**src/shared/dspmc_pkg.sv**
```systemverilog
/*
  Constants, mode encodings and wake timings for the dual subsystem power-mode controller.
  Assumes a single 125 MHz system clock; all latencies are counted in its cycles.
  Operation list:
*/
// Operation
// - active mode runs processor at full 80 MHz
// - sleep gates clocks, keeps all state, instant resume
// - sleep wakes on fast timer, pin, peripheral
// - deep sleep keeps config registers, chosen memory
// - deep sleep recovery finishes under 3 ms
// - deep sleep wakes on RTC or subset pins
// - hibernate gates all but always-on section, RTC
// - hibernate wakes on RTC or pin event
// - hibernate wake 15 ms plus flash reload
// - shutdown turns all off; return takes 1.1 s
// - power level falls strictly down the modes
// - network processor sequences its own sleep
// - link-only mode handles management frames, no IP
// - listen mode accepts beacons only
// - connected idle sleeps between beacons, repeats
// - network deep sleep keeps state for next beacon
package dspmc_pkg;

  // ==========================================================
  // clock and wake timing
  localparam int unsigned CLK_MHZ = 125;
  localparam int unsigned PROC_CLK_MHZ = 80;
  localparam int unsigned RDS_WAKE_MAX_US = 3000;
  localparam int unsigned HIB_WAKE_US = 15000;
  localparam int unsigned SHDN_WAKE_US = 1100000;
  // strictly under the limit, so one cycle short of it
  localparam int unsigned RDS_WAKE_CYC = RDS_WAKE_MAX_US * CLK_MHZ - 1;
  localparam int unsigned HIB_WAKE_CYC = HIB_WAKE_US * CLK_MHZ;
  localparam int unsigned SHDN_WAKE_CYC = SHDN_WAKE_US * CLK_MHZ;
  localparam int unsigned WAKE_CNT_W = 28;

  // ==========================================================
  // sizes and reset values
  localparam int unsigned GPIO_N = 27;
  localparam int unsigned MEM_BANKS = 4;
  localparam int unsigned CFG_W = 32;
  localparam logic [26:0] RDS_GPIO_SUBSET_RST = 27'h000003F;
  localparam logic [CFG_W-1:0] CFG_RETAIN_RST = 32'h00000000;

  // ==========================================================
  // power levels, highest draw first
  localparam logic [2:0] PWR_ACTIVE = 3'h4;
  localparam logic [2:0] PWR_SLEEP = 3'h3;
  localparam logic [2:0] PWR_RDS = 3'h2;
  localparam logic [2:0] PWR_HIB = 3'h1;
  localparam logic [2:0] PWR_OFF = 3'h0;

  // ==========================================================
  // mode encodings
  typedef enum logic [1:0] {
    DSPMC_REQ_SLEEP = 2'h0,
    DSPMC_REQ_RETAINED_DEEP_SLEEP = 2'h1,
    DSPMC_REQ_HIBERNATE = 2'h2,
    DSPMC_REQ_NONE = 2'h3
  } dspmc_req_e;

  typedef enum logic [3:0] {
    DSPMC_APP_SHUTDOWN = 4'h0,
    DSPMC_APP_POWERUP = 4'h1,
    DSPMC_APP_ACTIVE = 4'h2,
    DSPMC_APP_SLEEP = 4'h3,
    DSPMC_APP_RDS = 4'h4,
    DSPMC_APP_RDS_WAKE = 4'h5,
    DSPMC_APP_HIB = 4'h6,
    DSPMC_APP_HIB_WAKE = 4'h7,
    DSPMC_APP_RELOAD = 4'h8
  } dspmc_app_e;

  typedef enum logic [2:0] {
    DSPMC_NET_DISABLED = 3'h0,
    DSPMC_NET_ACTIVE_IP = 3'h1,
    DSPMC_NET_ACTIVE_LINK = 3'h2,
    DSPMC_NET_LISTEN = 3'h3,
    DSPMC_NET_RDS = 3'h4
  } dspmc_net_e;

endpackage : dspmc_pkg

```
**src/core/dspmc_ctrl.sv**
```systemverilog
/*
  Power-mode controller for an application processor and a network processor.
  Assumes all inputs are synchronous to sys_clk; the reset pin level is already clean.
*/
`timescale 1ns/1ns
module dspmc_ctrl #(
  parameter int unsigned RDS_WAKE_CYCLES = dspmc_pkg::RDS_WAKE_CYC,
  parameter int unsigned HIB_WAKE_CYCLES = dspmc_pkg::HIB_WAKE_CYC,
  parameter int unsigned SHDN_WAKE_CYCLES = dspmc_pkg::SHDN_WAKE_CYC,
  parameter logic [dspmc_pkg::GPIO_N-1:0] RDS_GPIO_SUBSET = dspmc_pkg::RDS_GPIO_SUBSET_RST
) (
  // clock and reset
  input wire logic sys_clk,
  input wire logic sys_rst,
  // external reset pin
  input wire logic active_low_reset_pin,
  // user program mode request
  input wire logic mode_req_valid,
  input wire dspmc_pkg::dspmc_req_e mode_req,
  // wake configuration
  input wire logic sleep_timer_wake_en,
  input wire logic sleep_periph_wake_en,
  input wire logic [dspmc_pkg::GPIO_N-1:0] sleep_gpio_wake_mask,
  input wire logic rds_rtc_wake_en,
  input wire logic [dspmc_pkg::GPIO_N-1:0] rds_gpio_wake_mask,
  input wire logic hib_rtc_wake_en,
  input wire logic [dspmc_pkg::GPIO_N-1:0] hib_gpio_wake_mask,
  input wire logic [dspmc_pkg::MEM_BANKS-1:0] mem_retain_sel,
  input wire logic [dspmc_pkg::CFG_W-1:0] cfg_live,
  // wake events
  input wire logic fast_timer_expired,
  input wire logic periph_activity,
  input wire logic rtc_expired,
  input wire logic [dspmc_pkg::GPIO_N-1:0] gpio_event,
  input wire logic flash_reload_done,
  // network processor control and traffic
  input wire logic net_enable,
  input wire logic net_power_save_en,
  input wire logic net_ip_traffic,
  input wire logic net_link_traffic,
  input wire logic beacon_due,
  input wire logic frame_valid,
  input wire logic frame_is_beacon,
  input wire logic beacon_traffic_pending,
  // application side status and power controls
  output dspmc_pkg::dspmc_app_e app_mode,
  output logic [2:0] power_level,
  output logic proc_clk_en,
  output logic [7:0] proc_clk_mhz,
  output logic core_power_en,
  output logic aon_power_en,
  output logic rtc_run,
  output logic state_retain,
  output logic [dspmc_pkg::MEM_BANKS-1:0] mem_retain_en,
  output logic [dspmc_pkg::CFG_W-1:0] cfg_retained,
  output logic flash_reload_req,
  output logic wake_event,
  // network side status
  output dspmc_pkg::dspmc_net_e net_mode,
  output logic net_ip_proc_en,
  output logic net_state_retain,
  output logic frame_accept,
  output logic frame_reject
);
  import dspmc_pkg::*;

  // ==========================================================
  // state
  dspmc_app_e app_state;
  dspmc_app_e next_app_state;
  dspmc_net_e net_state;
  dspmc_net_e next_net_state;
  logic [WAKE_CNT_W-1:0] wake_cnt;
  logic [WAKE_CNT_W-1:0] next_wake_cnt;
  logic [CFG_W-1:0] cfg_hold;
  logic [MEM_BANKS-1:0] retain_banks;
  logic frame_acc;
  logic frame_rej;
  logic wake_pulse;

  // ==========================================================
  // wake decoding
  wire logic pin_off = ~active_low_reset_pin;
  wire logic in_active = (app_state == DSPMC_APP_ACTIVE);
  // requests accepted only in active mode
  wire logic req_take = mode_req_valid & in_active & (mode_req != DSPMC_REQ_NONE);
  wire logic sleep_wake = (sleep_timer_wake_en & fast_timer_expired)
    | (sleep_periph_wake_en & periph_activity)
    | (|(gpio_event & sleep_gpio_wake_mask));
  wire logic rds_wake = (rds_rtc_wake_en & rtc_expired)
    | (|(gpio_event & rds_gpio_wake_mask & RDS_GPIO_SUBSET));
  wire logic hib_wake = (hib_rtc_wake_en & rtc_expired)
    | (|(gpio_event & hib_gpio_wake_mask));
  wire logic cnt_zero = (wake_cnt == '0);
  wire logic [WAKE_CNT_W-1:0] rds_load = WAKE_CNT_W'(RDS_WAKE_CYCLES - 1);
  wire logic [WAKE_CNT_W-1:0] hib_load = WAKE_CNT_W'(HIB_WAKE_CYCLES - 1);
  wire logic [WAKE_CNT_W-1:0] shdn_load = WAKE_CNT_W'(SHDN_WAKE_CYCLES - 1);
  wire logic cnt_dec = (app_state == DSPMC_APP_POWERUP) | (app_state == DSPMC_APP_RDS_WAKE)
    | (app_state == DSPMC_APP_HIB_WAKE);

  // ==========================================================
  // application mode sequencer
  always_comb begin
    next_app_state = app_state;
    next_wake_cnt = (cnt_dec && !cnt_zero) ? wake_cnt - 1'b1 : wake_cnt;
    if (pin_off) begin
      // pin low forces shutdown from any mode
      next_app_state = DSPMC_APP_SHUTDOWN;
      next_wake_cnt = '0;
    end else begin
      unique case (app_state)
        DSPMC_APP_SHUTDOWN: begin
          next_app_state = DSPMC_APP_POWERUP;
          next_wake_cnt = shdn_load;
        end
        DSPMC_APP_POWERUP: begin
          if (cnt_zero) begin
            next_app_state = DSPMC_APP_RELOAD;
          end
        end
        DSPMC_APP_ACTIVE: begin
          if (req_take) begin
            unique case (mode_req)
              DSPMC_REQ_SLEEP: next_app_state = DSPMC_APP_SLEEP;
              DSPMC_REQ_RETAINED_DEEP_SLEEP: next_app_state = DSPMC_APP_RDS;
              DSPMC_REQ_HIBERNATE: next_app_state = DSPMC_APP_HIB;
              DSPMC_REQ_NONE: next_app_state = DSPMC_APP_ACTIVE;
            endcase
          end
        end
        DSPMC_APP_SLEEP: begin
          // clocks return at once since nothing was lost
          if (sleep_wake) begin
            next_app_state = DSPMC_APP_ACTIVE;
          end
        end
        DSPMC_APP_RDS: begin
          if (rds_wake) begin
            next_app_state = DSPMC_APP_RDS_WAKE;
            next_wake_cnt = rds_load;
          end
        end
        DSPMC_APP_RDS_WAKE: begin
          if (cnt_zero) begin
            next_app_state = DSPMC_APP_ACTIVE;
          end
        end
        DSPMC_APP_HIB: begin
          if (hib_wake) begin
            next_app_state = DSPMC_APP_HIB_WAKE;
            next_wake_cnt = hib_load;
          end
        end
        DSPMC_APP_HIB_WAKE: begin
          if (cnt_zero) begin
            next_app_state = DSPMC_APP_RELOAD;
          end
        end
        DSPMC_APP_RELOAD: begin
          // image reload time depends on code size, so wait for flash
          if (flash_reload_done) begin
            next_app_state = DSPMC_APP_ACTIVE;
          end
        end
        default: begin
          next_app_state = DSPMC_APP_SHUTDOWN;
        end
      endcase
    end
  end

  always_ff @(posedge sys_clk) begin
    if (sys_rst) begin
      app_state <= DSPMC_APP_SHUTDOWN;
      wake_cnt <= '0;
    end else begin
      app_state <= next_app_state;
      wake_cnt <= next_wake_cnt;
    end
  end

  // ==========================================================
  // retention capture on deep sleep entry
  wire logic rds_enter = req_take & (mode_req == DSPMC_REQ_RETAINED_DEEP_SLEEP) & ~pin_off;
  always_ff @(posedge sys_clk) begin
    if (sys_rst) begin
      cfg_hold <= CFG_RETAIN_RST;
      retain_banks <= '0;
    end else if (pin_off) begin
      cfg_hold <= CFG_RETAIN_RST;
      retain_banks <= '0;
    end else if (rds_enter) begin
      cfg_hold <= cfg_live;
      retain_banks <= mem_retain_sel;
    end
  end

  // ==========================================================
  // network processor sequencer, independent of application requests
  always_comb begin
    next_net_state = net_state;
    frame_acc = 1'b0;
    frame_rej = 1'b0;
    if (pin_off || !net_enable) begin
      next_net_state = DSPMC_NET_DISABLED;
      frame_rej = frame_valid;
    end else begin
      unique case (net_state)
        DSPMC_NET_DISABLED: begin
          next_net_state = DSPMC_NET_ACTIVE_IP;
          frame_rej = frame_valid;
        end
        DSPMC_NET_ACTIVE_IP, DSPMC_NET_ACTIVE_LINK: begin
          frame_acc = frame_valid;
          if (net_ip_traffic) begin
            next_net_state = DSPMC_NET_ACTIVE_IP;
          end else if (net_link_traffic) begin
            next_net_state = DSPMC_NET_ACTIVE_LINK;
          end else if (net_power_save_en) begin
            next_net_state = DSPMC_NET_RDS;
          end
        end
        DSPMC_NET_LISTEN: begin
          frame_acc = frame_valid & frame_is_beacon;
          frame_rej = frame_valid & ~frame_is_beacon;
          if (frame_valid && frame_is_beacon) begin
            next_net_state = beacon_traffic_pending ? DSPMC_NET_ACTIVE_IP : DSPMC_NET_RDS;
          end
        end
        DSPMC_NET_RDS: begin
          frame_rej = frame_valid;
          if (beacon_due) begin
            next_net_state = DSPMC_NET_LISTEN;
          end
        end
        default: begin
          next_net_state = DSPMC_NET_DISABLED;
        end
      endcase
    end
  end

  always_ff @(posedge sys_clk) begin
    if (sys_rst) begin
      net_state <= DSPMC_NET_DISABLED;
      frame_accept <= 1'b0;
      frame_reject <= 1'b0;
    end else begin
      net_state <= next_net_state;
      frame_accept <= frame_acc;
      frame_reject <= frame_rej;
    end
  end

  // ==========================================================
  // wake pulse when a low-power mode is left
  assign wake_pulse = ((app_state == DSPMC_APP_SLEEP) & sleep_wake)
    | ((app_state == DSPMC_APP_RDS) & rds_wake)
    | ((app_state == DSPMC_APP_HIB) & hib_wake);

  always_ff @(posedge sys_clk) begin
    if (sys_rst) begin
      wake_event <= 1'b0;
    end else begin
      wake_event <= wake_pulse & ~pin_off;
    end
  end

  // ==========================================================
  // power control outputs decoded from the mode
  wire logic st_off = (app_state == DSPMC_APP_SHUTDOWN);
  wire logic st_sleep = (app_state == DSPMC_APP_SLEEP);
  wire logic st_rds = (app_state == DSPMC_APP_RDS);
  wire logic st_hib = (app_state == DSPMC_APP_HIB);
  wire logic st_pwrup = (app_state == DSPMC_APP_POWERUP);
  wire logic st_hwake = (app_state == DSPMC_APP_HIB_WAKE);

  assign app_mode = app_state;
  // full-rate clock only while executing
  assign proc_clk_en = in_active;
  assign proc_clk_mhz = in_active ? 8'(PROC_CLK_MHZ) : 8'h00;
  // core logic keeps power through sleep, dropped in deeper modes
  assign core_power_en = ~(st_off | st_rds | st_hib | st_hwake | st_pwrup);
  assign aon_power_en = ~st_off;
  assign rtc_run = ~st_off;
  assign state_retain = st_sleep;
  assign mem_retain_en = (st_rds | st_sleep) ? (st_sleep ? {MEM_BANKS{1'b1}} : retain_banks) : '0;
  assign cfg_retained = cfg_hold;
  assign flash_reload_req = (app_state == DSPMC_APP_RELOAD);
  assign power_level = st_off ? PWR_OFF
    : (st_hib | st_hwake | st_pwrup) ? PWR_HIB
    : (st_rds ? PWR_RDS : (st_sleep ? PWR_SLEEP : PWR_ACTIVE));

  assign net_mode = net_state;
  assign net_ip_proc_en = (net_state == DSPMC_NET_ACTIVE_IP);
  assign net_state_retain = (net_state == DSPMC_NET_RDS);

endmodule : dspmc_ctrl

```
**config.mk**
```make
export PLATFORM = sky130hd
export DESIGN_NAME = dspmc_ctrl
export DESIGN_NICKNAME = d
export VERILOG_FILES = /design/src/shared/dspmc_pkg.sv /design/src/core/dspmc_ctrl.sv
export SDC_FILE = /design/constraint.sdc
export NUM_CORES = 1
export LEC_CHECK = 0
export ABC_AREA = 1
export BUFFER_PORTS_ARGS = -buffer_cell sky130_fd_sc_hd__buf_2
export CORE_MARGIN = 4
export CORE_UTILIZATION = 45
export CTS_BUF_LIST = sky130_fd_sc_hd__clkbuf_8 sky130_fd_sc_hd__clkbuf_16
export CTS_CLUSTER_SIZE = 40
export DETAILED_ROUTE_END_ITERATION = 8
export PLACE_DENSITY = 0.89
export SYNTH_ARGS = -nofsm -noshare
export SYNTH_HDL_FRONTEND = slang
export SYNTH_SLANG_ARGS = --single-unit
```
**constraint.sdc**
```tcl
create_clock -name sys_clk -period 5.49 [get_ports sys_clk]
set_clock_uncertainty 0.05 [all_clocks]
set_input_delay 0.549 -clock sys_clk [delete_from_list [all_inputs] [get_ports sys_clk]]
set_output_delay 0.549 -clock sys_clk [all_outputs]
set_load 0.02 [all_outputs]
```
==> metrics.md, run 1 <==
| Metric | Value |
|---|---|
| Max_slew headroom | `53.9%` |
| Antenna Diode Count | `0` |
| Number of standard-cell rows in the floorplan | `36` |
| Sequential standard cell area | `1480 um^2` |
| Clock insertion delay at the later pin of the skew report | `approximately 0.35 ns` |
| Final-stage net count | `approximately 1100` |
| Post-synthesis cell type with the largest combined area | `sky130_fd_sc_hd__dfxtp_1` |
| Root Buffer Master | `sky130_fd_sc_hd__clkbuf_8` |
| Combinational family with the most area after synthesis | `simple AND/OR/NAND/NOR gates` |
| Post-synthesis instance total | `roughly 720` |
| Arr. time, crit path | `between 2 and 2.5 ns` |
| Largest net degree at the start of global routing | `between 40 and 50` |
| Reg2Reg Setup Slack | `3.02 ns` |
| WL final | `around 15000 um` |
| Chip Width | `between 100 and 150 um` |
| Share of the synthesized area in the top cell type | `between 30% and 40%` |
| Gr ovfl total | `0` |
| Setup repair bufs after CTS | `0` |
| PortBufs | `203` |
| Post-route DRC violation count | `0` |
| Post-DP HPWL | `around 12000 um` |
| Average cell area after synthesis | `approximately 6.3 um^2` |
| Post-synthesis adder-cell area fraction | `under 10%` |
| Area share of xor/xnor cells in the synthesized design | `~2.1%` |
| Area of the multi-input gates | `~2600 um^2` |
| Final hold viol count | `0` |
| Count of clock tree sinks | `74` |
| Class of the tightest hold or removal check | `input pin to register` |
| Met3 track utilization from global routing | `under 10%` |
| Number of antenna violations at the first check in global routing | `0` |
| Top cells by instance count after synthesis | `185 x sky130_fd_sc_hd__nand2_1, 122 x sky130_fd_sc_hd__nor2_1, 81 x sky130_fd_sc_hd__inv_1` |
| Critical path peak fanout | `10` |
| Commonest register cell after synthesis | `sky130_fd_sc_hd__dfxtp_1` |
| Sum of negative setup slack | `0 ns` |
| Detailed-route vias per instance | `5.10` |
| Complex-gate fraction of the synthesized area | `11.7%` |
| Reported leakage power | `3.05 nW` |
| Number of enable-type register cells in the synthesized netlist | `0` |
| Final clock period utilization by the worst path | `51.2%` |
| DP Area | `between 5000 and 6000 um^2` |
| Count of routing violations after the opening detailed-route iteration | `around 540` |
| Cell-by-cell listing of the critical path | `nor2_1, inv_1, nor2_1, clkinv_1, nand2_1, nor3_1, buf_2` |
| Overall track demand over capacity in global routing | `between 20% and 30%` |
| Number of levels the H-tree was split into | `3` |
| Sequential area share after synthesis | `about a third` |
| Cell type with the highest occurrence count on the critical path | `sky130_fd_sc_hd__nor2_1` |
| Max Cap Viol | `0` |
| Number of max-slew violations in the final report | `0` |
| Delay contributed by the slowest stage of the critical path | `0.42 ns` |
| CTS tree | `done` |
| Post-DR wirelength/cell | `14.0 um` |
| Via count of the first global-routing pass | `4996` |
| Proportion of synthesized area in mux cells | `0%` |
| Layout overhead on the synthesized area | `27.4%` |
| Synthesis warning total | `0` |
| Post-cts gate resize count | `0` |
| Hold-fix buffers at CTS | `0` |
| Count leader, synth | `sky130_fd_sc_hd__nand2_1` |
| Effective utilization at floorplan | `between 40% and 50%` |
| Worst ir drop on vdd | `192 uV` |
| GRT Max-Usage Layer | `met2` |
| Number of buffers created by CTS | `9` |
| Routability congestion estimate from global placement | `just over 0.9` |
| Peak Freq | `roughly 360 MHz` |
| Crit path kind | `register to output port` |
| Setup violations, final | `0` |
| Kind of start point of the critical path | `register` |
| Area of all placed cells without fillers | `around 5800 um^2` |
| RSZ-0062 raised after global routing | `false` |
| Cell at the slowest stage of the critical path | `sky130_fd_sc_hd__dfxtp_1` |
| Proportion of register bits with asynchronous set or reset after synthesis | `0%` |
| Filler cell count in the final layout | `982` |
| Antenna Nets Post-Route | `0` |
| Number of synthesized register bits | `74` |
| Number of distinct library cells after synthesis | `38` |
| Global-route wire length before repair | `roughly 24000 um` |
| Met1 Usage GRT | `around a third` |
| Number of vias after detailed routing | `5388` |
| Worst slew pin tran | `about 0.7 ns` |
| Category of the worst setup path capture point | `output port` |
| Simple-Gate Fraction of Synth Area | `40.8%` |
| Met2 Resource Use GR | `approximately 41%` |
| Cells taking the most area after synthesis | `sky130_fd_sc_hd__dfxtp_1 33%, sky130_fd_sc_hd__nand2_1 15%, sky130_fd_sc_hd__nor2_1 10%, sky130_fd_sc_hd__inv_1 6.7%, sky130_fd_sc_hd__a21oi_1 5.4%` |
| Number of buffers on the longest clock path | `2` |
| Core box area | `approximately 9800 um^2` |
| Clock Pin Slew Worst Setup and Hold Paths | `0.09 ns` |
| Status | `completed` |
| Y dimension of the die | `between 100 and 150 um` |
| First-pass iteration count of the detailed router | `6` |
| Boundary Pins | `around 230` |
| CP Data Required Time | `around 4.9 ns` |
| Cell area after synthesis | `roughly 4500 um^2` |
| Power Dens Cells | `309 nW/um^2` |
| Final critical-path required period | `~2.8 ns` |
| Layout cells sized above 1 | `between 20% and 30%` |
| Total die area | `11700 um^2` |
-- sequential cells by signal, indices dropped and copies added, names as in the netlist --
name          count
app_mode          4
retain_banks      4
wake_cnt         28
frame_reject      1
frame_accept      1
cfg_retained     32
wake_event        1
net_mode          3
-- worst paths after layout --
check,from,end,cells past startpoint
setup / recovery,app_mode[0],core_power_en,7
hold reg to reg,retain_banks[1],retain_banks[1],2
setup reg to reg,app_mode[2],cfg_retained[23],9
hold / removal,sys_rst,frame_reject,2
-- cell usage in the layout, fill, tap and decap left out, types with 2 or more instances in the layout --
cell type,synthesis,layout
sky130_fd_sc_hd__inv_2,4,4
sky130_fd_sc_hd__nor3_4,2,2
sky130_fd_sc_hd__a21oi_2,4,4
sky130_fd_sc_hd__nand3_1,44,44
sky130_fd_sc_hd__nand4_1,17,17
sky130_fd_sc_hd__buf_4,11,3
sky130_fd_sc_hd__clkbuf_8,0,9
sky130_fd_sc_hd__buf_2,1,203
sky130_fd_sc_hd__dfxtp_1,74,74
sky130_fd_sc_hd__conb_1,1,6
sky130_fd_sc_hd__nand2_1,185,185
sky130_fd_sc_hd__inv_1,81,81
sky130_fd_sc_hd__xnor2_1,2,2
sky130_fd_sc_hd__a22o_1,2,2
sky130_fd_sc_hd__nand3b_1,4,4
sky130_fd_sc_hd__inv_6,0,3
sky130_fd_sc_hd__nor2_4,2,2
sky130_fd_sc_hd__o21ai_2,5,5
sky130_fd_sc_hd__o21ai_0,25,25
sky130_fd_sc_hd__o211ai_1,2,2
sky130_fd_sc_hd__a21oi_1,49,49
sky130_fd_sc_hd__xor2_1,9,9
sky130_fd_sc_hd__ha_1,5,5
sky130_fd_sc_hd__nor3_1,45,45
sky130_fd_sc_hd__nor2_1,122,122
sky130_fd_sc_hd__nor2_2,2,2
-- routing by layer --
metal | part of all wire (%) | vias to the layer above
met5 | 0 | -
li1 | - | 2700
met3 | 10 | 23
met4 | 1.1 | 0
met2 | 47 | 262
met1 | 41 | 2403
-- per-stage QoR --
stage                     total power, mW  utilization, %  instances  setup slack (ns)  hold WS [ns]
after floorplan                      1.12               -        729              3.21         0.381
after global placement               1.31            57.0       1041              3.09         0.396
after detailed placement             1.32            57.0       1041              3.06         0.403
after CTS                            1.78            59.1       1057              2.72         0.357
after global routing                 1.90            59.1       1057              2.55         0.357
final                                1.79            59.1       1057              2.68         0.379
-- critical path: cells and delay by family (launching register included) --
kind | cells | cell delay, ns
buf+inv | 3 | 0.67
flops | 1 | 0.42
simple gates | 4 | 0.77
-- area by class of cell --
class	count	share of cell area (%)
tap	133	2.88
clock inverter	7	1.45
inverter	86	5.59
multi-input combinational	542	44.3
clock buffer	9	2.14
timing repair buffer	206	18.0
sequential	74	25.6
-- kinds of logic after synthesis --
family,count (synthesis)
AO/OA/AOI/OAI,92
other,1
adder cells (fa/ha/maj),5
AND/OR/NAND/NOR,428
buffers and inverters,113
XOR/XNOR,11
flip-flops,74
-- report_power, final --
| group | switching, mW | total, mW | leakage [nW] | internal [mW] |
|---|---|---|---|---|
| registers | 0.0368 | 0.607 | 0.600 | 0.570 |
| logic | 0.491 | 0.721 | 2.34 | 0.229 |
| clock network | 0.240 | 0.459 | 0.103 | 0.219 |
No activity file was read; power rests on OpenSTA's default activity.
==> run 2, diff against run 1 <==
clock period = 2.77 ns   (was 5.49 ns; I/O delays follow)
==> run 2 against run 1 <==
Net effect: sequential power is 99% higher; largest power group unchanged; clock-buffer cell count unchanged; combinational power up 97%; critical path type unchanged; first-iteration DRC count shrank 27%; highest routed layer unchanged; flip-flop and latch count is the same.
==> metrics.md, run 2 (same netlist as run 1, synthesis figures left out) <==
| Metric | Value |
|---|---|
| Crit path kind | `register to output port` |
| Largest net degree at the start of global routing | `45 (-2.2%)` |
| Final clock period utilization by the worst path | `89.6%` |
| Root Buffer Master | `sky130_fd_sc_hd__clkbuf_8` |
| Status | `completed` |
| Number of levels the H-tree was split into | `3 (unchanged)` |
| Max_slew headroom | `65.8% (+12 points)` |
| CTS tree | `done` |
| Post-DP HPWL | `11600 um (-0.33%)` |
| Number of buffers created by CTS | `9 (unchanged)` |
| Delay contributed by the slowest stage of the critical path | `0.37 ns (-0.05 ns)` |
| Cell-by-cell listing of the critical path | `inv_1, nand2_1, nor2_1, clkinv_1, nand2_1, nor3_1, buf_2` |
| Metal1 wirelength | `6210 um (+1.3%)` |
| Arr. time, crit path | `2.15 ns (-0.06 ns)` |
| Gr ovfl total | `0 (unchanged)` |
| Post-Route Hold Slack | `0.107 ns (-0.271 ns)` |
| RSZ-0062 raised after global routing | `false` |
| Area of the multi-input gates | `2560 um^2 (unchanged)` |
| Routed length on met2 | `6790 um (-2.1%)` |
| Count of clock tree sinks | `74 (unchanged)` |
| Number of vias after detailed routing | `5319 (-1.3%)` |
| Cell type with the highest occurrence count on the critical path | `sky130_fd_sc_hd__nand2_1` |
| Post-placement cell count | `1042 (+0.096%)` |
| Max FFs per register | `32 (unchanged)` |
| Total die area | `11700 um^2 (unchanged)` |
| Clock insertion delay at the later pin of the skew report | `0.36 ns (about the same)` |
| Worst ir drop on vdd | `378 uV (+97%)` |
| Detailed-route vias per instance | `5.03 (-1.4%)` |
| Core box area | `9770 um^2 (unchanged)` |
| Reported leakage power | `3.05 nW (+0.19%)` |
| Post-DR wirelength/cell | `13.9 um (-0.23%)` |
| PortBufs | `203 (unchanged)` |
| Peak Freq | `about 400 MHz` |
| Category of the worst setup path capture point | `output port` |
| Effective utilization at floorplan | `46.4% (unchanged)` |
| Power Dens Cells | `610 nW/um^2 (+97%)` |
| Sequential standard cell area | `1480 um^2 (unchanged)` |
| Met3 wire length | `1550 um (+0.19%)` |
| Setup repair bufs after CTS | `0 (unchanged)` |
| Antenna Diode Count | `0 (unchanged)` |
| Critical path peak fanout | `10 (unchanged)` |
| Number of max-slew violations in the final report | `0 (unchanged)` |
| Clock Pin Slew Worst Setup and Hold Paths | `0.09 ns (about the same)` |
| Layout overhead on the synthesized area | `27.6%` |
| Commonest non-fill, non-tap cells in the layout | `203 x sky130_fd_sc_hd__buf_2, 185 x sky130_fd_sc_hd__nand2_1, 122 x sky130_fd_sc_hd__nor2_1` |
| Global-route wire length before repair | `23200 um (-1.8%)` |
| WL final | `14700 um (-0.14%)` |
| Final design utilization | `59.2% (+0.077 points)` |
| Final-stage net count | `1091 (+0.092%)` |
| Final critical-path required period | `about 2.5 ns` |
| Hold-fix buffers at CTS | `0 (unchanged)` |
| Final hold viol count | `0 (unchanged)` |
| Layout cells sized above 1 | `26.7% (+0.079 points)` |
| Highest layer used for signal routing | `met4` |
| Count of routing violations after the opening detailed-route iteration | `388 (-27%)` |
| Class of the tightest hold or removal check | `input pin to register` |
| Number of standard-cell rows in the floorplan | `36 (unchanged)` |
| CP Data Required Time | `2.44 ns (-2.45 ns)` |
| Leading cell type in the layout, fill and taps excluded | `sky130_fd_sc_hd__buf_2` |
| Antenna Nets Post-Route | `0 (unchanged)` |
| Cell at the slowest stage of the critical path | `sky130_fd_sc_hd__clkinv_1` |
| Max Cap Viol | `0 (unchanged)` |
| Boundary Pins | `231 (unchanged)` |
| Chip Width | `108 um (unchanged)` |
| Post-route DRC violation count | `0 (unchanged)` |
| Y dimension of the die | `108 um (unchanged)` |
| Number of buffers on the longest clock path | `2 (unchanged)` |
| Non-filler cells in the finished layout | `1058 (+0.095%)` |
| Via count of the first global-routing pass | `4913 (-1.7%)` |
| Setup violations, final | `0 (unchanged)` |
| Overall track demand over capacity in global routing | `24.7% (-0.21 points)` |
| Worst slew pin tran | `0.513 ns (-0.173 ns)` |
| Number of antenna violations at the first check in global routing | `0 (unchanged)` |
| First-pass iteration count of the detailed router | `8 (+2)` |
| Post-cts gate resize count | `0 (unchanged)` |
| Filler cell count in the final layout | `1011 (+3.0%)` |
| Kind of start point of the critical path | `register` |
| Sum of negative setup slack | `0 ns (unchanged)` |
| Routability congestion estimate from global placement | `1.02 (+11%)` |
[run 2: stage by stage]
stage                     power [mW]  setup slack [ns]  area (um^2)
final                           3.53             0.289         5780
after global routing            3.78            0.0970         5780
after CTS                       3.52             0.338         5780
after global placement          2.60             0.652         5580
after floorplan                 2.22             0.725         4550
after detailed placement        2.62             0.617         5580
[run 2: area by class of cell]
cell class / instances / share of cell area (%)
inverters: 86 / 5.58
repair buffers: 207 / 18.1
multi-input cells: 542 / 44.3
well taps: 133 / 2.88
flip-flops and latches: 74 / 25.6
clock buffers: 9 / 2.14
clock inverters: 7 / 1.45
[run 2: final timing paths]
| kind | end | startpoint | slack [ns] | depth (start not counted) |
|---|---|---|---|---|
| setup reg to reg | wake_cnt[21] | app_mode[2] | 0.54 | 8 |
| hold reg to reg | retain_banks[0] | retain_banks[0] | 0.41 | 2 |
| setup / recovery | core_power_en | app_mode[2] | 0.29 | 7 |
| hold / removal | frame_reject | sys_rst | 0.11 | 2 |
[run 2: critical path, delay by kind of cell, from the launching register on]
kind                   cells  cell delay, ns
AND/OR/NAND/NOR            4            0.77
buffers and inverters      3            0.71
flip-flops                 1            0.33
[run 2: routing by layer]
| metal | track usage (%) | vias to the layer above |
|---|---|---|
| met5 | 0 | - |
| met3 | 8.00 | 23 |
| met4 | 5.77 | 0 |
| met2 | 40.3 | 240 |
| li1 | - | 2704 |
| met1 | 31.8 | 2352 |
[run 2: where the power goes]
part / switching, mW / internal (mW) / total [mW]
Sequential: 0.0757 / 1.13 / 1.21
Combinational: 0.963 / 0.454 / 1.42
Clock: 0.473 / 0.436 / 0.908
Total: 1.51 / 2.02 / 3.53
==> run 3, diff against run 2 <==
BUFFER_PORTS_ARGS = unset   (was -buffer_cell sky130_fd_sc_hd__buf_2)
DONT_BUFFER_PORTS = 1   (was unset)
PLACE_DENSITY = 0.7   (was 0.89)
==> run 3 against run 2 <==
Net effect: design area decreased by 16%; critical path depth fell by 1; non-clock buffer count is 191 lower; register-to-register slack worse by 0.05 ns; sequential power about the same; largest cell class unchanged; utilization down 9.5 points; die area did not move; total power is 4.0% lower; first-iteration DRC count is 2.3% lower; routed wire length is 7.3% lower.
==> metrics.md, run 3 (same netlist as run 1, synthesis figures left out) <==
| Metric | Value |
|---|---|
| Metal1 wirelength | `5850 um (-5.7%)` |
| Boundary Pins | `231 (unchanged)` |
| Highest layer used for signal routing | `met4` |
| Global-route wire length before repair | `21200 um (-8.4%)` |
| Power Dens Cells | `697 nW/um^2 (+14%)` |
| Gr ovfl total | `0 (unchanged)` |
| Core box area | `9770 um^2 (unchanged)` |
| Reported leakage power | `2.22 nW (-27%)` |
| Min-Delay Startpoint | `mem_retain_sel[2]` |
| Detailed-route vias per instance | `5.41 (+7.6%)` |
| Leading cell type in the layout, fill and taps excluded | `sky130_fd_sc_hd__nand2_1` |
| Post-cts gate resize count | `0 (unchanged)` |
| Class of the tightest hold or removal check | `input pin to register` |
| Clock Pin Slew Worst Setup and Hold Paths | `0.09 ns (about the same)` |
| Commonest non-fill, non-tap cells in the layout | `185 x sky130_fd_sc_hd__nand2_1, 122 x sky130_fd_sc_hd__nor2_1, 81 x sky130_fd_sc_hd__inv_1` |
| Reg2Reg Setup Slack | `0.49 ns (-0.05 ns)` |
| Root Buffer Master | `sky130_fd_sc_hd__clkbuf_8` |
| Setup repair bufs after CTS | `0 (unchanged)` |
| Critical path origin | `app_mode[3]` |
| R2r startpoint | `app_mode[0]` |
| Final hold viol count | `0 (unchanged)` |
| Kind of start point of the critical path | `register` |
| Setup violations, final | `0 (unchanged)` |
| Antenna Nets Post-Route | `0 (unchanged)` |
| Count of clock tree sinks | `74 (unchanged)` |
| Largest net degree at the start of global routing | `41 (-8.9%)` |
| Sum of negative setup slack | `0 ns (unchanged)` |
| Layout cells sized above 1 | `7.49% (-19 points)` |
| Final clock period utilization by the worst path | `95.2% (+5.6 points)` |
| Max_slew headroom | `57.7% (-8.1 points)` |
| Number of buffers on the longest clock path | `2 (unchanged)` |
| Number of levels the H-tree was split into | `3 (unchanged)` |
| Final critical-path required period | `2.64 ns (+0.156 ns)` |
| Overall track demand over capacity in global routing | `22.7% (-2.0 points)` |
| Total die area | `11700 um^2 (unchanged)` |
| Routed length on met2 | `6260 um (-7.8%)` |
| Effective utilization at floorplan | `46.4% (unchanged)` |
| Routability congestion estimate from global placement | `0.978 (-4.0%)` |
| Arr. time, crit path | `2.31 ns (+0.16 ns)` |
| Worst slew pin tran | `0.629 ns (+0.116 ns)` |
| WL final | `13700 um (-7.3%)` |
| Number of buffers created by CTS | `9 (unchanged)` |
| Peak Freq | `379 MHz (-5.9%)` |
| Number of vias after detailed routing | `4689 (-12%)` |
| Met3 wire length | `1390 um (-10%)` |
| Antenna Diode Count | `0 (unchanged)` |
| Chip Width | `108 um (unchanged)` |
| CTS tree | `done` |
| Via count of the first global-routing pass | `4357 (-11%)` |
| Clock insertion delay at the later pin of the skew report | `0.36 ns (about the same)` |
| Post-DR wirelength/cell | `15.8 um (+13%)` |
| Post-Route Hold Slack | `0.0278 ns (-0.0794 ns)` |
| Category of the worst setup path capture point | `output port` |
| Number of standard-cell rows in the floorplan | `36 (unchanged)` |
| Max Cap Viol | `0 (unchanged)` |
| Hold-fix buffers at CTS | `1 (+1)` |
| First-pass iteration count of the detailed router | `5 (-3)` |
| Layout overhead on the synthesized area | `7.17%` |
| Number of antenna violations at the first check in global routing | `0 (unchanged)` |
| Crit path kind | `register to output port` |
| Worst ir drop on vdd | `327 uV (-14%)` |
| Final-stage net count | `900 (-18%)` |
| Critical path peak fanout | `5 (-5)` |
| Y dimension of the die | `108 um (unchanged)` |
| Count of routing violations after the opening detailed-route iteration | `379 (-2.3%)` |
| Post-route DRC violation count | `0 (unchanged)` |
| Max FFs per register | `32 (unchanged)` |
| Post-DP HPWL | `10900 um (-6.6%)` |
| CP Data Required Time | `2.44 ns (about the same)` |
| Number of max-slew violations in the final report | `0 (unchanged)` |
| RSZ-0062 raised after global routing | `false` |
| Status | `completed` |
| PortBufs | `0 (-100%)` |
run 3: cell types whose count changed in the layout (fill, tap and decap cells not counted):
cell / delta
sky130_fd_sc_hd__buf_4: +11
sky130_fd_sc_hd__inv_6: -1
sky130_fd_sc_hd__clkinvlp_4: +1
sky130_fd_sc_hd__dlygate4sd3_1: +1
sky130_fd_sc_hd__buf_2: -203
run 3: critical path: stages (launching register included):
cell	delay [ns]
sky130_fd_sc_hd__dfxtp_1	0.60
sky130_fd_sc_hd__inv_1	0.14
sky130_fd_sc_hd__nand2_1	0.21
sky130_fd_sc_hd__nor3_1	0.10
sky130_fd_sc_hd__nor2_1	0.19
sky130_fd_sc_hd__nand3_1	0.26
sky130_fd_sc_hd__a21oi_1	0.47
run 3: per-layer routing:
layer | global-route usage, % | vias up
met5 | 0 | -
met4 | 6.22 | 0
met3 | 8.36 | 15
met2 | 36.4 | 215
met1 | 28.9 | 2148
li1 | - | 2311
run 3: path summary, 6_finish.rpt:
path	cells past startpoint	to
worst min register to register	2	retain_banks[2]
worst min-delay path	2	retain_banks[2]
worst max-delay path	6	power_level[2]
worst max register to register	9	app_mode[0]
run 3: stage by stage:
step	cells	worst slack (ns)	power, mW	utilization, %	cell area (um^2)
floorplan	729	0.725	2.22	-	4550
global placement	850	0.525	2.48	47.5	4640
detailed placement	850	0.511	2.50	47.5	4640
CTS	867	0.128	3.40	49.7	4860
global route	867	0.0311	3.64	49.7	4860
finish	867	0.133	3.39	49.7	4860
run 3: area by class of cell:
class / count / area, um^2
multi-input cells: 542 / 2560
repair buffers: 16 / 123
fillers: 1031 / 4910
flip-flops and latches: 74 / 1480
clock buffers: 9 / 124
clock inverters: 7 / 82.6
well taps: 133 / 166
inverters: 86 / 323
run 3: power by group:
part	total [mW]	internal (mW)	leakage [nW]	switching, mW
Sequential	1.23	1.13	0.600	0.101
Combinational	1.26	0.380	1.52	0.884
Clock	0.894	0.432	0.0988	0.462
